[src/hdl/rx_filter_cfg.svh]
`ifndef RX_FILTER_CFG_SVH
`define RX_FILTER_CFG_SVH
`define NCHAN 8
`define CHW 3
`define AW 10
`define MAXLEN_RST 16'h05EE
`define MIN_LEN 16'h0040
`define CRC_PASS_LEN 16'h0014
`define TD_MARKER 32'hFFFF_FFFC
`define CRC_INIT 32'hFFFF_FFFF
`define CRC_POLY 32'hEDB8_8320
`define CRC_RESIDUE 32'hDEBB_20E3
`define A_FILT 10'h000
`define A_MAXLEN 10'h004
`define A_TDOWN 10'h008
`define A_CHEN 10'h00C
`define A_STAT 10'h010
`define A_HEAD 10'h100
`define A_CP 10'h140
`define A_FREE 10'h180
`define A_ARR_MSK 10'h3C0
`define F_CATCH 2:0
`define F_ALL 3
`define F_ERR 4
`define F_CTRL 5
`define F_SHORT 6
`define F_PASS 7
`endif

[src/hdl/rx_filter_pkg.sv]
`default_nettype none
`include "rx_filter_cfg.svh"
package rx_filter_pkg;
   typedef struct packed {
      logic clk;
      logic dv;
      logic er;
      logic [3:0] d;
   } mii_t;
   typedef enum logic [4:0] {
      CLS_PROPER = 5'h01, CLS_OVERSIZE = 5'h02, CLS_JABBER = 5'h04,
      CLS_UNDERSIZE = 5'h08, CLS_FRAGMENT = 5'h10
   } frame_cls_t;
   typedef enum logic [3:0] {
      S_IDLE = 4'h1, S_RECV = 4'h2, S_FLUSH = 4'h4, S_DECIDE = 4'h8
   } fsm_t;
   typedef struct packed {
      mii_t s1, s2, s3;
      fsm_t fsm;
      logic odd;
      logic [3:0] lo;
      logic [15:0] len;
      logic [31:0] crc;
      logic code_err;
      logic [31:0] hold;
      logic [2:0] held;
      logic [15:0] sent;
      logic out_v;
      logic [7:0] out_b;
      logic done_v, done_acc;
      logic [`CHW-1:0] done_chan;
      frame_cls_t done_cls;
      logic [15:0] done_len;
      logic [7:0] filt;
      logic [15:0] maxlen;
      logic [`NCHAN-1:0] chan_en, pend;
      logic [`NCHAN-1:0][31:0] head, cp;
      logic [`NCHAN-1:0][15:0] free;
      logic [31:0] rdata;
      logic td_v, td_desc;
      logic [`CHW-1:0] td_chan;
   } state_t;
endpackage : rx_filter_pkg
`default_nettype wire

[src/hdl/rx_frame_filter_teardown.sv]
`default_nettype none
`include "rx_filter_cfg.svh"
module rx_frame_filter_teardown
   import rx_filter_pkg::*;
#(
   parameter int BUF_BYTES = 64
) (
   input wire logic sys_clk,
   input wire logic rst_n,
   input wire logic ce,
   input wire logic [`AW-1:0] reg_addr,
   input wire logic [31:0] reg_wdata,
   input wire logic reg_wr,
   input wire logic reg_rd,
   output logic [31:0] reg_rdata,
   input wire logic mii_rx_clk,
   input wire logic mii_rx_dv,
   input wire logic mii_rx_er,
   input wire logic [3:0] mii_rxd,
   input wire logic match_hit,
   input wire logic [`CHW-1:0] match_chan,
   input wire logic addr_match_or_drop_bit,
   input wire logic ctrl_frame,
   output logic mem_byte_valid,
   output logic [7:0] mem_byte,
   output logic frame_done,
   output logic frame_accept,
   output logic [`CHW-1:0] frame_chan,
   output frame_cls_t frame_class,
   output logic [15:0] frame_len,
   output logic [`NCHAN-1:0] rx_chan_irq,
   output logic [`CHW-1:0] td_chan,
   output logic teardown_done_flag
);

   ////////////////////////////////////////////////////////////////////////
   function automatic logic [31:0] crc_nib(input logic [31:0] c, input logic [3:0] d);
      logic [31:0] r;
      r = c;
      for (int i = 0; i < 4; i++) begin
         r = (r[0] ^ d[i]) ? ((r >> 1) ^ `CRC_POLY) : (r >> 1);
      end
      return r;
   endfunction : crc_nib

   function automatic logic [`CHW-1:0] lowest(input logic [`NCHAN-1:0] v);
      logic [`CHW-1:0] r;
      r = '0;
      for (int i = `NCHAN - 1; i >= 0; i--) begin
         if (v[i]) begin
            r = `CHW'(i);
         end
      end
      return r;
   endfunction : lowest

   localparam logic [16:0] BUF_B = 17'(BUF_BYTES);

   state_t st_q, st_d;
   mii_t pins;
   logic edge_rx, err, is_short, is_long, matched, ok, accept, dec, fl_ok;
   logic [`CHW-1:0] dchan;
   logic [15:0] bufs;
   logic [16:0] sum;
   frame_cls_t cls;
   logic [`CHW-1:0] tch;

   assign pins = '{clk: mii_rx_clk, dv: mii_rx_dv, er: mii_rx_er, d: mii_rxd};

   ////////////////////////////////////////////////////////////////////////
   // Frame classification and delivery decision, valid in S_DECIDE.
   always_comb begin
      err = st_q.code_err | st_q.odd | (st_q.crc != `CRC_RESIDUE);
      is_short = st_q.len < `MIN_LEN;
      is_long = st_q.len > st_q.maxlen;
      if (is_long) begin
         cls = err ? CLS_JABBER : CLS_OVERSIZE;
      end else if (is_short) begin
         cls = err ? CLS_FRAGMENT : CLS_UNDERSIZE;
      end else begin
         cls = err ? CLS_JABBER : CLS_PROPER;
      end
      matched = match_hit & st_q.chan_en[match_chan]
                & (~ctrl_frame | st_q.filt[`F_CTRL]);
      ok = 1'b1;
      if (ctrl_frame && !st_q.filt[`F_CTRL]) begin
         ok = 1'b0;
      end
      if (is_short && !err && !st_q.filt[`F_SHORT]) begin
         ok = 1'b0;
      end
      if (is_short && err && !(st_q.filt[`F_ERR] && st_q.filt[`F_SHORT])) begin
         ok = 1'b0;
      end
      if (!is_short && (err || is_long) && !st_q.filt[`F_ERR]) begin
         ok = 1'b0;
      end
      if (matched) begin
         dchan = match_chan;
         accept = addr_match_or_drop_bit & ok;
         if ((err || is_long) && !st_q.filt[`F_ALL]) begin
            accept = 1'b0;
         end
      end else begin
         dchan = st_q.filt[`F_CATCH];
         accept = st_q.filt[`F_ALL] & ok;
      end
      dec = (st_q.fsm == S_DECIDE) & accept;
      bufs = 16'((17'(st_q.sent) + BUF_B - 17'd1) / BUF_B);
   end

   ////////////////////////////////////////////////////////////////////////
   always_comb begin
      st_d = st_q;
      st_d.s1 = pins;
      st_d.s2 = st_q.s1;
      st_d.s3 = st_q.s2;
      st_d.out_v = 1'b0;
      st_d.done_v = 1'b0;
      st_d.td_v = 1'b0;
      st_d.td_desc = 1'b0;
      st_d.rdata = '0;
      edge_rx = st_q.s2.clk & ~st_q.s3.clk;
      fl_ok = st_q.filt[`F_PASS] | (st_q.len <= `CRC_PASS_LEN) | is_long;
      tch = lowest(st_q.pend);
      unique case (st_q.fsm)
         S_IDLE: begin
            st_d.len = '0;
            st_d.sent = '0;
            st_d.held = '0;
            st_d.odd = 1'b0;
            st_d.code_err = 1'b0;
            st_d.crc = `CRC_INIT;
            if (st_q.s2.dv) begin
               st_d.fsm = S_RECV;
            end else if (st_q.pend != '0) begin
               // Teardown only runs between frames.
               st_d.pend[tch] = 1'b0;
               st_d.td_v = 1'b1;
               st_d.td_chan = tch;
               st_d.td_desc = st_q.chan_en[tch] & (st_q.head[tch] != '0);
               st_d.head[tch] = '0;
               st_d.cp[tch] = `TD_MARKER;
            end
         end
         S_RECV: begin
            if (!st_q.s2.dv) begin
               st_d.fsm = S_FLUSH;
            end else if (edge_rx) begin
               st_d.code_err = st_q.code_err | st_q.s2.er;
               st_d.crc = crc_nib(st_q.crc, st_q.s2.d);
               st_d.odd = ~st_q.odd;
               st_d.lo = st_q.s2.d;
               if (st_q.odd) begin
                  if (st_q.len != 16'hFFFF) begin
                     st_d.len = st_q.len + 16'd1;
                  end
                  // Four bytes are held back so the FCS can be stripped.
                  st_d.hold = {st_q.s2.d, st_q.lo, st_q.hold[31:8]};
                  if (st_q.held == 3'd4) begin
                     if (st_q.sent < st_q.maxlen) begin
                        st_d.out_v = 1'b1;
                        st_d.out_b = st_q.hold[7:0];
                        st_d.sent = st_q.sent + 16'd1;
                     end
                  end else begin
                     st_d.held = st_q.held + 3'd1;
                  end
               end
            end
         end
         S_FLUSH: begin
            if (st_q.held != '0 && fl_ok && st_q.sent < st_q.maxlen) begin
               st_d.out_v = 1'b1;
               st_d.out_b = st_q.hold[39 - 8 * st_q.held -: 8];
               st_d.sent = st_q.sent + 16'd1;
               st_d.held = st_q.held - 3'd1;
            end else begin
               st_d.fsm = S_DECIDE;
            end
         end
         S_DECIDE: begin
            st_d.done_v = 1'b1;
            st_d.done_acc = accept;
            st_d.done_chan = dchan;
            st_d.done_cls = cls;
            st_d.done_len = st_q.sent;
            st_d.fsm = S_IDLE;
         end
      endcase
      // Register port; a teardown command only queues, the set wins.
      if (reg_wr) begin
         unique case (reg_addr)
            `A_FILT: st_d.filt = reg_wdata[7:0];
            `A_MAXLEN: st_d.maxlen = reg_wdata[15:0];
            `A_TDOWN: st_d.pend[reg_wdata[`CHW-1:0]] = 1'b1;
            `A_CHEN: st_d.chan_en = reg_wdata[`NCHAN-1:0];
            default: begin
               if ((reg_addr & `A_ARR_MSK) == `A_HEAD) begin
                  st_d.head[reg_addr[4:2]] = reg_wdata;
               end
               if ((reg_addr & `A_ARR_MSK) == `A_CP) begin
                  st_d.cp[reg_addr[4:2]] = reg_wdata;
               end
            end
         endcase
      end
      for (int c = 0; c < `NCHAN; c++) begin
         sum = 17'(st_q.free[c]);
         if (reg_wr && reg_addr == (`A_FREE + `AW'(4 * c))) begin
            sum = sum + 17'(reg_wdata[15:0]);
         end
         if (sum[16]) begin
            sum = 17'h0_FFFF;
         end
         if (dec && dchan == `CHW'(c)) begin
            sum = (sum > 17'(bufs)) ? sum - 17'(bufs) : 17'h0_0000;
         end
         st_d.free[c] = sum[15:0];
      end
      if (reg_rd) begin
         unique case (reg_addr)
            `A_FILT: st_d.rdata = {24'h00_0000, st_q.filt};
            `A_MAXLEN: st_d.rdata = {16'h0000, st_q.maxlen};
            `A_CHEN: st_d.rdata = {24'h00_0000, st_q.chan_en};
            `A_STAT: st_d.rdata = {8'h00, st_q.pend, 3'h0, st_q.done_cls, st_q.fsm, 4'h0};
            default: begin
               if ((reg_addr & `A_ARR_MSK) == `A_HEAD) begin
                  st_d.rdata = st_q.head[reg_addr[4:2]];
               end
               if ((reg_addr & `A_ARR_MSK) == `A_CP) begin
                  st_d.rdata = st_q.cp[reg_addr[4:2]];
               end
               if ((reg_addr & `A_ARR_MSK) == `A_FREE) begin
                  st_d.rdata = {16'h0000, st_q.free[reg_addr[4:2]]};
               end
            end
         endcase
      end
   end

   always_ff @(posedge sys_clk or negedge rst_n) begin
      if (!rst_n) begin
         st_q <= '0;
         st_q.fsm <= S_IDLE;
         st_q.done_cls <= CLS_PROPER;
         st_q.maxlen <= `MAXLEN_RST;
         st_q.crc <= `CRC_INIT;
      end else if (ce) begin
         st_q <= st_d;
      end
   end

   assign reg_rdata = st_q.rdata;
   assign mem_byte_valid = st_q.out_v;
   assign mem_byte = st_q.out_b;
   assign frame_done = st_q.done_v;
   assign frame_accept = st_q.done_acc;
   assign frame_chan = st_q.done_chan;
   assign frame_class = st_q.done_cls;
   assign frame_len = st_q.done_len;
   assign td_chan = st_q.td_chan;
   assign teardown_done_flag = st_q.td_desc;
   always_comb begin
      rx_chan_irq = '0;
      rx_chan_irq[st_q.td_chan] = st_q.td_v;
   end
endmodule : rx_frame_filter_teardown
`default_nettype wire

[config.mk]
export PLATFORM = sky130hd
export DESIGN_NAME = rx_frame_filter_teardown
export DESIGN_NICKNAME = d
export VERILOG_FILES = /design/src/hdl/rx_filter_pkg.sv /design/src/hdl/rx_frame_filter_teardown.sv
export VERILOG_INCLUDE_DIRS = /design/src /design/src/hdl
export SDC_FILE = /design/constraint.sdc
export NUM_CORES = 2
export LEC_CHECK = 0
export ABC_AREA = 1
export ABC_CLOCK_PERIOD_IN_PS = 4500
export BUFFER_PORTS_ARGS = -buffer_cell sky130_fd_sc_hd__buf_2
export CELL_PAD_IN_SITES_DETAIL_PLACEMENT = 0
export CELL_PAD_IN_SITES_GLOBAL_PLACEMENT = 1
export CORE_UTILIZATION = 49
export CTS_BUF_LIST = sky130_fd_sc_hd__clkbuf_4 sky130_fd_sc_hd__clkbuf_8
export CTS_CLUSTER_SIZE = 14
export DETAILED_ROUTE_END_ITERATION = 7
export PLACE_DENSITY_LB_ADDON = 0.15
export SYNTH_ARGS = -nofsm -noshare
export SYNTH_HDL_FRONTEND = slang
export SYNTH_SLANG_ARGS = --single-unit
[constraint.sdc]
create_clock -name sys_clk -period 4.5 [get_ports sys_clk]
set_input_delay 0.9 -clock sys_clk [delete_from_list [all_inputs] [get_ports sys_clk]]
set_output_delay 0.9 -clock sys_clk [all_outputs]
set_load 0.01 [all_outputs]
After elaboration in Yosys (flattened, before gate mapping)

Cells that the tools add are included.

Output and inout port bits: 79
Word-level logic and storage cells: 351
Bits in registers: 876

$lt $le $gt $ge: 21
$add $sub $neg: 23
Shifts and indexed selects: 1
Bitwise logic cells: 34
Equality and inequality tests: 40
Reduce and logical (&&, ||, !) cells: 61
Multiplexer cells: 114

Operators with widths:

| kind                                                              | count |
|---|---|
| 520-bit two-way mux                                               | 4 |
| 256-bit bitwise mux                                               | 2 |
| 256-bit two-way mux                                               | 2 |
| 512-bit two-way mux                                               | 1 |
| 16-bit two-way mux                                                | 27 |
| 32-bit two-way mux                                                | 13 |
| 32-bit binary-select mux with 3-bit select                        | 3 |
| 256-bit AND                                                       | 1 |
| 256-bit inverter                                                  | 1 |
| 240-bit bitwise OR                                                | 1 |
| 114-bit two-way mux                                               | 2 |
| 32-bit demux with 3-bit select                                    | 2 |
| 16-bit by 16-bit adder with 17-bit output                         | 8 |
| 17-bit by 11-bit greater-than comparator with 1-bit output        | 8 |
| 17-bit two-way mux                                                | 8 |
| 32-bit one-hot mux with 4 select lines                            | 1 |
| 16-bit by 11-bit subtractor with 16-bit output                    | 8 |
| 49-bit one-hot mux with 2 select lines                            | 1 |
| 10-bit by 9-bit == test with 1-bit output (second input constant) | 8 |
| 60-bit two-way mux                                                | 1 |
| 19-bit one-hot mux with 3 select lines                            | 1 |
| 13-bit inverter with 14-bit output                                | 4 |
| 25-bit two-way mux                                                | 2 |
| 16-bit binary-select mux with 3-bit select                        | 1 |
| other kinds (64)                                                  | 184 |

Longest topological paths before layout

Depth in word-level cells: 21
Gate-level depth with buffers: 27
Depth with buffers taken out: 27

Least setup slack after synthesis

No wires, ideal clock.

Kind: input-to-reg
From: input port reg_wdata[1]
To: register st_q[99] (netlist name)
Setup time: 0.128 ns
Arrival time: 4.672 ns
Required time: 4.372 ns
Cell stages on the path: 26
Path slack: -0.299 ns
Buffers on the path: 2
Cell sequence: clkbuf_1 inv_1 fa_1 o21ai_0 nand2_1 nand2_1 a21oi_1 inv_1 nand2_1 o211ai_1 clkbuf_1 o22ai_1 ha_1 inv_1 fa_1 nand3_1 and2_1 inv_1 a21oi_1 o21ai_0 nand2_1 a21oi_1 nor2_1 nand2_1 xnor2_1 o21ai_0

Word-level cells in the longest chain between the ends: 6
Elaborated cells between the ends (all ways): 7
Classes of those cells: add/sub (2); order compare (1); mux (4)

Ends and longest elaborated chain:

| what                                                                                                                         | line                            | text |
|---|---|---|
| start, declared                                                                                                              | rx_frame_filter_teardown.sv:12  | `input wire logic [31:0] reg_wdata,` |
| 16-bit by 16-bit adder with 17-bit output (*)                                                                                | rx_frame_filter_teardown.sv:211 | `sum = sum + 17'(reg_wdata[15:0]);` |
| 17-bit two-way mux (*)                                                                                                       | rx_frame_filter_teardown.sv:210 | `` if (reg_wr && reg_addr == (`A_FREE + `AW'(4 * c))) begin `` |
| 16-bit two-way mux (*)                                                                                                       | rx_frame_filter_teardown.sv:213 | `if (sum[16]) begin` |
| 16-bit by 11-bit subtractor with 16-bit output or 17-bit by 11-bit greater-than comparator with 1-bit output (tied branches) | rx_frame_filter_teardown.sv:217 | `sum = (sum > 17'(bufs)) ? sum - 17'(bufs) : 17'h0_0000;` |
| 16-bit two-way mux                                                                                                           | rx_frame_filter_teardown.sv:217 |  |
| 16-bit two-way mux (*)                                                                                                       | rx_frame_filter_teardown.sv:216 | `` if (dec && dchan == `CHW'(c)) begin `` |
| end signal, assigned                                                                                                         | rx_frame_filter_teardown.sv:250 | `st_q <= st_d;` |
| end, declared                                                                                                                | rx_frame_filter_teardown.sv:59  | `state_t st_q, st_d;` |

Every way passes the cells marked *; elsewhere a longest branch is shown, timed or not.
A chain may end at the register's enable or synchronous reset.

Final worst setup path

From: register st_q[85] (netlist name)
To: register st_q[100] (netlist name)

Word-level cells in the longest chain between the ends: 6
Elaborated cells between the ends (all ways): 7
Classes of those cells: add/sub (2); order compare (1); mux (4)

Ends and longest elaborated chain:

| what                                                                                                                         | line |
|---|---|
| 16-bit by 16-bit adder with 17-bit output                                                                                    | rx_frame_filter_teardown.sv:211 |
| 17-bit two-way mux (*)                                                                                                       | rx_frame_filter_teardown.sv:210 |
| 16-bit two-way mux (*)                                                                                                       | rx_frame_filter_teardown.sv:213 |
| 16-bit by 11-bit subtractor with 16-bit output or 17-bit by 11-bit greater-than comparator with 1-bit output (tied branches) | rx_frame_filter_teardown.sv:217 |
| 16-bit two-way mux                                                                                                           | rx_frame_filter_teardown.sv:217 |
| 16-bit two-way mux (*)                                                                                                       | rx_frame_filter_teardown.sv:216 |

Marked as above.

==> results.sh <==
export IMPL_status="completed"
export IMPL_dpl_hpwl_mm=181
export IMPL_cts_setup_buffers=0
export IMPL_die_y_um=347
export IMPL_p_leak_nw=32.9
export IMPL_power_share_switching_pct=39.6
export IMPL_insertion_delay_ns=0.92
export IMPL_period_minus_slack_ns=4.14
export IMPL_synth_avg_cell_area_um2=7.38
export IMPL_intPower_mw=18.7
export IMPL_seq_area_frac_synth_pct=37.8
export IMPL_grt_pass1_wl_mm=369
export IMPL_synth_top_cell_by_area="dfrtp_1"
export IMPL_dieArea_um2=120000
export IMPL_required_ns=5.27
export IMPL_dp_slack_ns=-0.459
export IMPL_synth_edff_count=0
export IMPL_seq_power_share_pct=34.6
export IMPL_syn_area_um2=58200
export IMPL_coreArea_um2=118000
export IMPL_synth_area_leaders="dfrtp_1 36%, nand2_1 8.9%, a21oi_1 7.4%, inv_1 6.1%, ha_1 5.5%"
export IMPL_fin_crit_sh_pct=92.0
export IMPL_drive_gt1_share_pct=16.6
export IMPL_gp_congestion=1.02
export IMPL_cp_start_kind="flop"
export IMPL_stdcell_count=10200
export IMPL_num_vias=62000
export IMPL_setup_viol_count_final=0
export IMPL_clock_sinks=876
export IMPL_whs_ns=0.0121
export IMPL_postRouteAntennaNets=0
export IMPL_syn_nets=8216
export IMPL_p_switching_mw=12.3
export IMPL_rsz0062_at_grt="no"
export IMPL_grt_pass1_vias=58600
export IMPL_final_setup_skew_ns=0.0472
export IMPL_irDropWorstVdd_v=0.000396
export IMPL_fmax_ghz=0.242
export IMPL_cp_max_fo=10
export IMPL_relSlewSlack_pct=16.4
export IMPL_cts_tree="done"
export IMPL_syn_inst=7886
export IMPL_comb_power_share_pct=38.8
export IMPL_grt_overflow=0
export IMPL_netlist_top_cells_count="1,378 x nand2_1, 941 x inv_1, 856 x a21oi_1"
export IMPL_dp_cells=9933
export IMPL_dr_pass1_iters=8
export IMPL_drv_cap=0
export IMPL_yosys_most_used_dff="dfrtp_1"
export IMPL_ys_ff_latch=876
export IMPL_powerDensity_nw_per_um2=448
export IMPL_start_util_pct=49.4
export IMPL_clockRootBuffer="clkbuf_8"
export IMPL_grt_max_degree=187
export IMPL_async_reset_ff_share_pct=100
export IMPL_drv_slew=0
export IMPL_drc=0
export IMPL_synth_most_common_cell="nand2_1"
export IMPL_placementRows=126
export IMPL_io_pin_count=139
export IMPL_tightest_slew_ns=1.25
export IMPL_slowest_delay_ns=0.43
export IMPL_yosysWarnings=0
export IMPL_finalHoldViolCount=0
export IMPL_hp_class="input port to asynchronous set/reset pin"
export IMPL_antenna_found_initial=16
export IMPL_vias_per_cell=6.07
export IMPL_nets=8888
export IMPL_initialDrtViolationCount=7392
export IMPL_path_clk_slew_ns=0.06
export IMPL_cp_arrival_ns=4.91
export IMPL_grt_usage_pct=40.4
export IMPL_io_buffers=138
export IMPL_syn_to_final_growth_pct=18.8
export IMPL_r2r_cells=25
export IMPL_clk_path_buf_depth=3
export IMPL_fp_dieW_um=347
export IMPL_crit_path_end_kind="flop"
export IMPL_routed_wl_mm=248
export IMPL_critPathSlowestCell="dfrtp_1"
export IMPL_htree_levels=4
export IMPL_critPathKind="flop to flop"
export IMPL_fin_tns_setup_ns=0
export IMPL_setup_ws_ns=0.360
export IMPL_numCtsBuffers=159
export IMPL_yosysTopAreaCellShare_pct=35.9
export IMPL_wl_per_cell_um=24.3
export IMPL_synth_cell_type_count=70
export IMPL_pwr_share_clk_pct=26.7
export IMPL_critPathMostFrequentCell="nand2_1"
==> through the flow <==
| stage | instance area [µm²] | utilization, % | power, mW |
|---|---|---|---|
| CTS | 69100 | 58.6 | 30.7 |
| finish | 69100 | 58.6 | 31.0 |
| detailed placement | 65700 | 55.7 | 22.5 |
| global placement | 65700 | 55.7 | 22.3 |
| floorplan | 58200 | - | 17.5 |
| global route | 69100 | 58.6 | 32.6 |
==> placed cells by master (no fill, tap or decap), types with 13 or more instances in the layout <==
cell and instances:
clkinv_2 13, nor3_1 104, inv_1 939, a31oi_1 44, a21oi_1 850, nand3_1 349
a22oi_1 73, nand3b_1 17, nor2_2 22, nor2_1 681, xor2_1 127, clkbuf_8 194
nand4_1 89, nand2_2 16, o211ai_1 56, o22ai_1 489, o31ai_1 46, fa_1 16
a2bb2oi_1 15, inv_2 30, o311ai_0 18, buf_4 770, o21ai_0 569, dfstp_2 42
xnor2_1 45, o21ai_1 17, o2111ai_1 26, nand2_1 1376, o21bai_1 29, a21o_1 16
ha_1 254, dfrtp_1 834, or2_2 26, o21a_1 17, clkbuf_4 61, a221oi_1 23
nor4_1 47, buf_12 46, buf_2 135
==> cell families (layout without fill, tap and decap cells) <==
kind of cell    after synthesis  in the layout  share of synthesized area (%)
flops                       876            876                           37.8
fa+ha+maj                   270            270                           6.01
xor+xnor                    175            175                           2.63
compound gates             2361           2361                           23.5
buf+inv                    1423           2216                           9.78
simple gates               2777           2777                           20.3
mux                           4              4                         0.0774
other cells                   0              4                              0
==> metal layers <==
layer	vias up	global-route usage, %	wire (µm)	part of all wire, %
met2	3373	59.6	105000	42
met1	29600	55.5	102000	41
met5	-	0	316	0.13
met3	692	9.30	27000	11
li1	28300	-	-	-
met4	24	20.5	13700	5.5
==> what timing repair did <==
item                       4_1_cts  5_1_grt
hold buffers                     0        0
setup endpoints to repair        0       31
resized for setup                0        6
==> power groups by stage <==
stage	Sequential, mW	Combinational, mW	Clock, mW
5_1_grt	10.8	13.1	8.65
3_3_place_gp	10.7	11.6	0
4_1_cts	10.7	11.8	8.31
2_1_floorplan	10.3	7.13	0
3_5_place_dp	10.8	11.7	0
6_report	10.7	12.0	8.26
==> critical path: cells and delay by family, from the launching register on <==
family | cells | cell delay (ns)
flops | 1 | 0.43
buf+inv | 5 | 0.55
compound gates | 9 | 1.44
simple gates | 8 | 0.70
fa+ha+maj | 3 | 0.90
==> cell type report <==
class	count	area [µm²]
Fill cell	11200	48800
Multi-Input combinational cell	5587	30700
Sequential cell	876	22000
Timing Repair Buffer	953	7410
Inverter	981	3700
Clock buffer	255	3130
Tap cell	1536	1920
Clock inverter	27	265
Antenna cell	4	10.0
==> state kept, by name (all words and copies together) (netlist names) <==
signal / cells
reg_rdata: 32
st_d: 14
st_q: 791
frame_done: 1
mem_byte: 8
frame_chan: 3
mem_byte_valid: 1
frame_len: 16
teardown_done_flag: 1
frame_class: 5
td_chan: 3
frame_accept: 1
==> worst paths after layout <==
kind,endpoint,slack [ns],startpoint
min,st_q[164],0.01,rst_n
min in group sys_clk,st_d[868],0.19,mii_rxd[0]
min reg2reg,st_d[873],0.47,st_d[873]
max reg2reg,st_q[100],0.36,st_q[85]
max,st_q[100],0.36,st_q[85]
max in group asynchronous,frame_done,3.35,rst_n
Note: power is estimated with default switching activity, not from simulation.
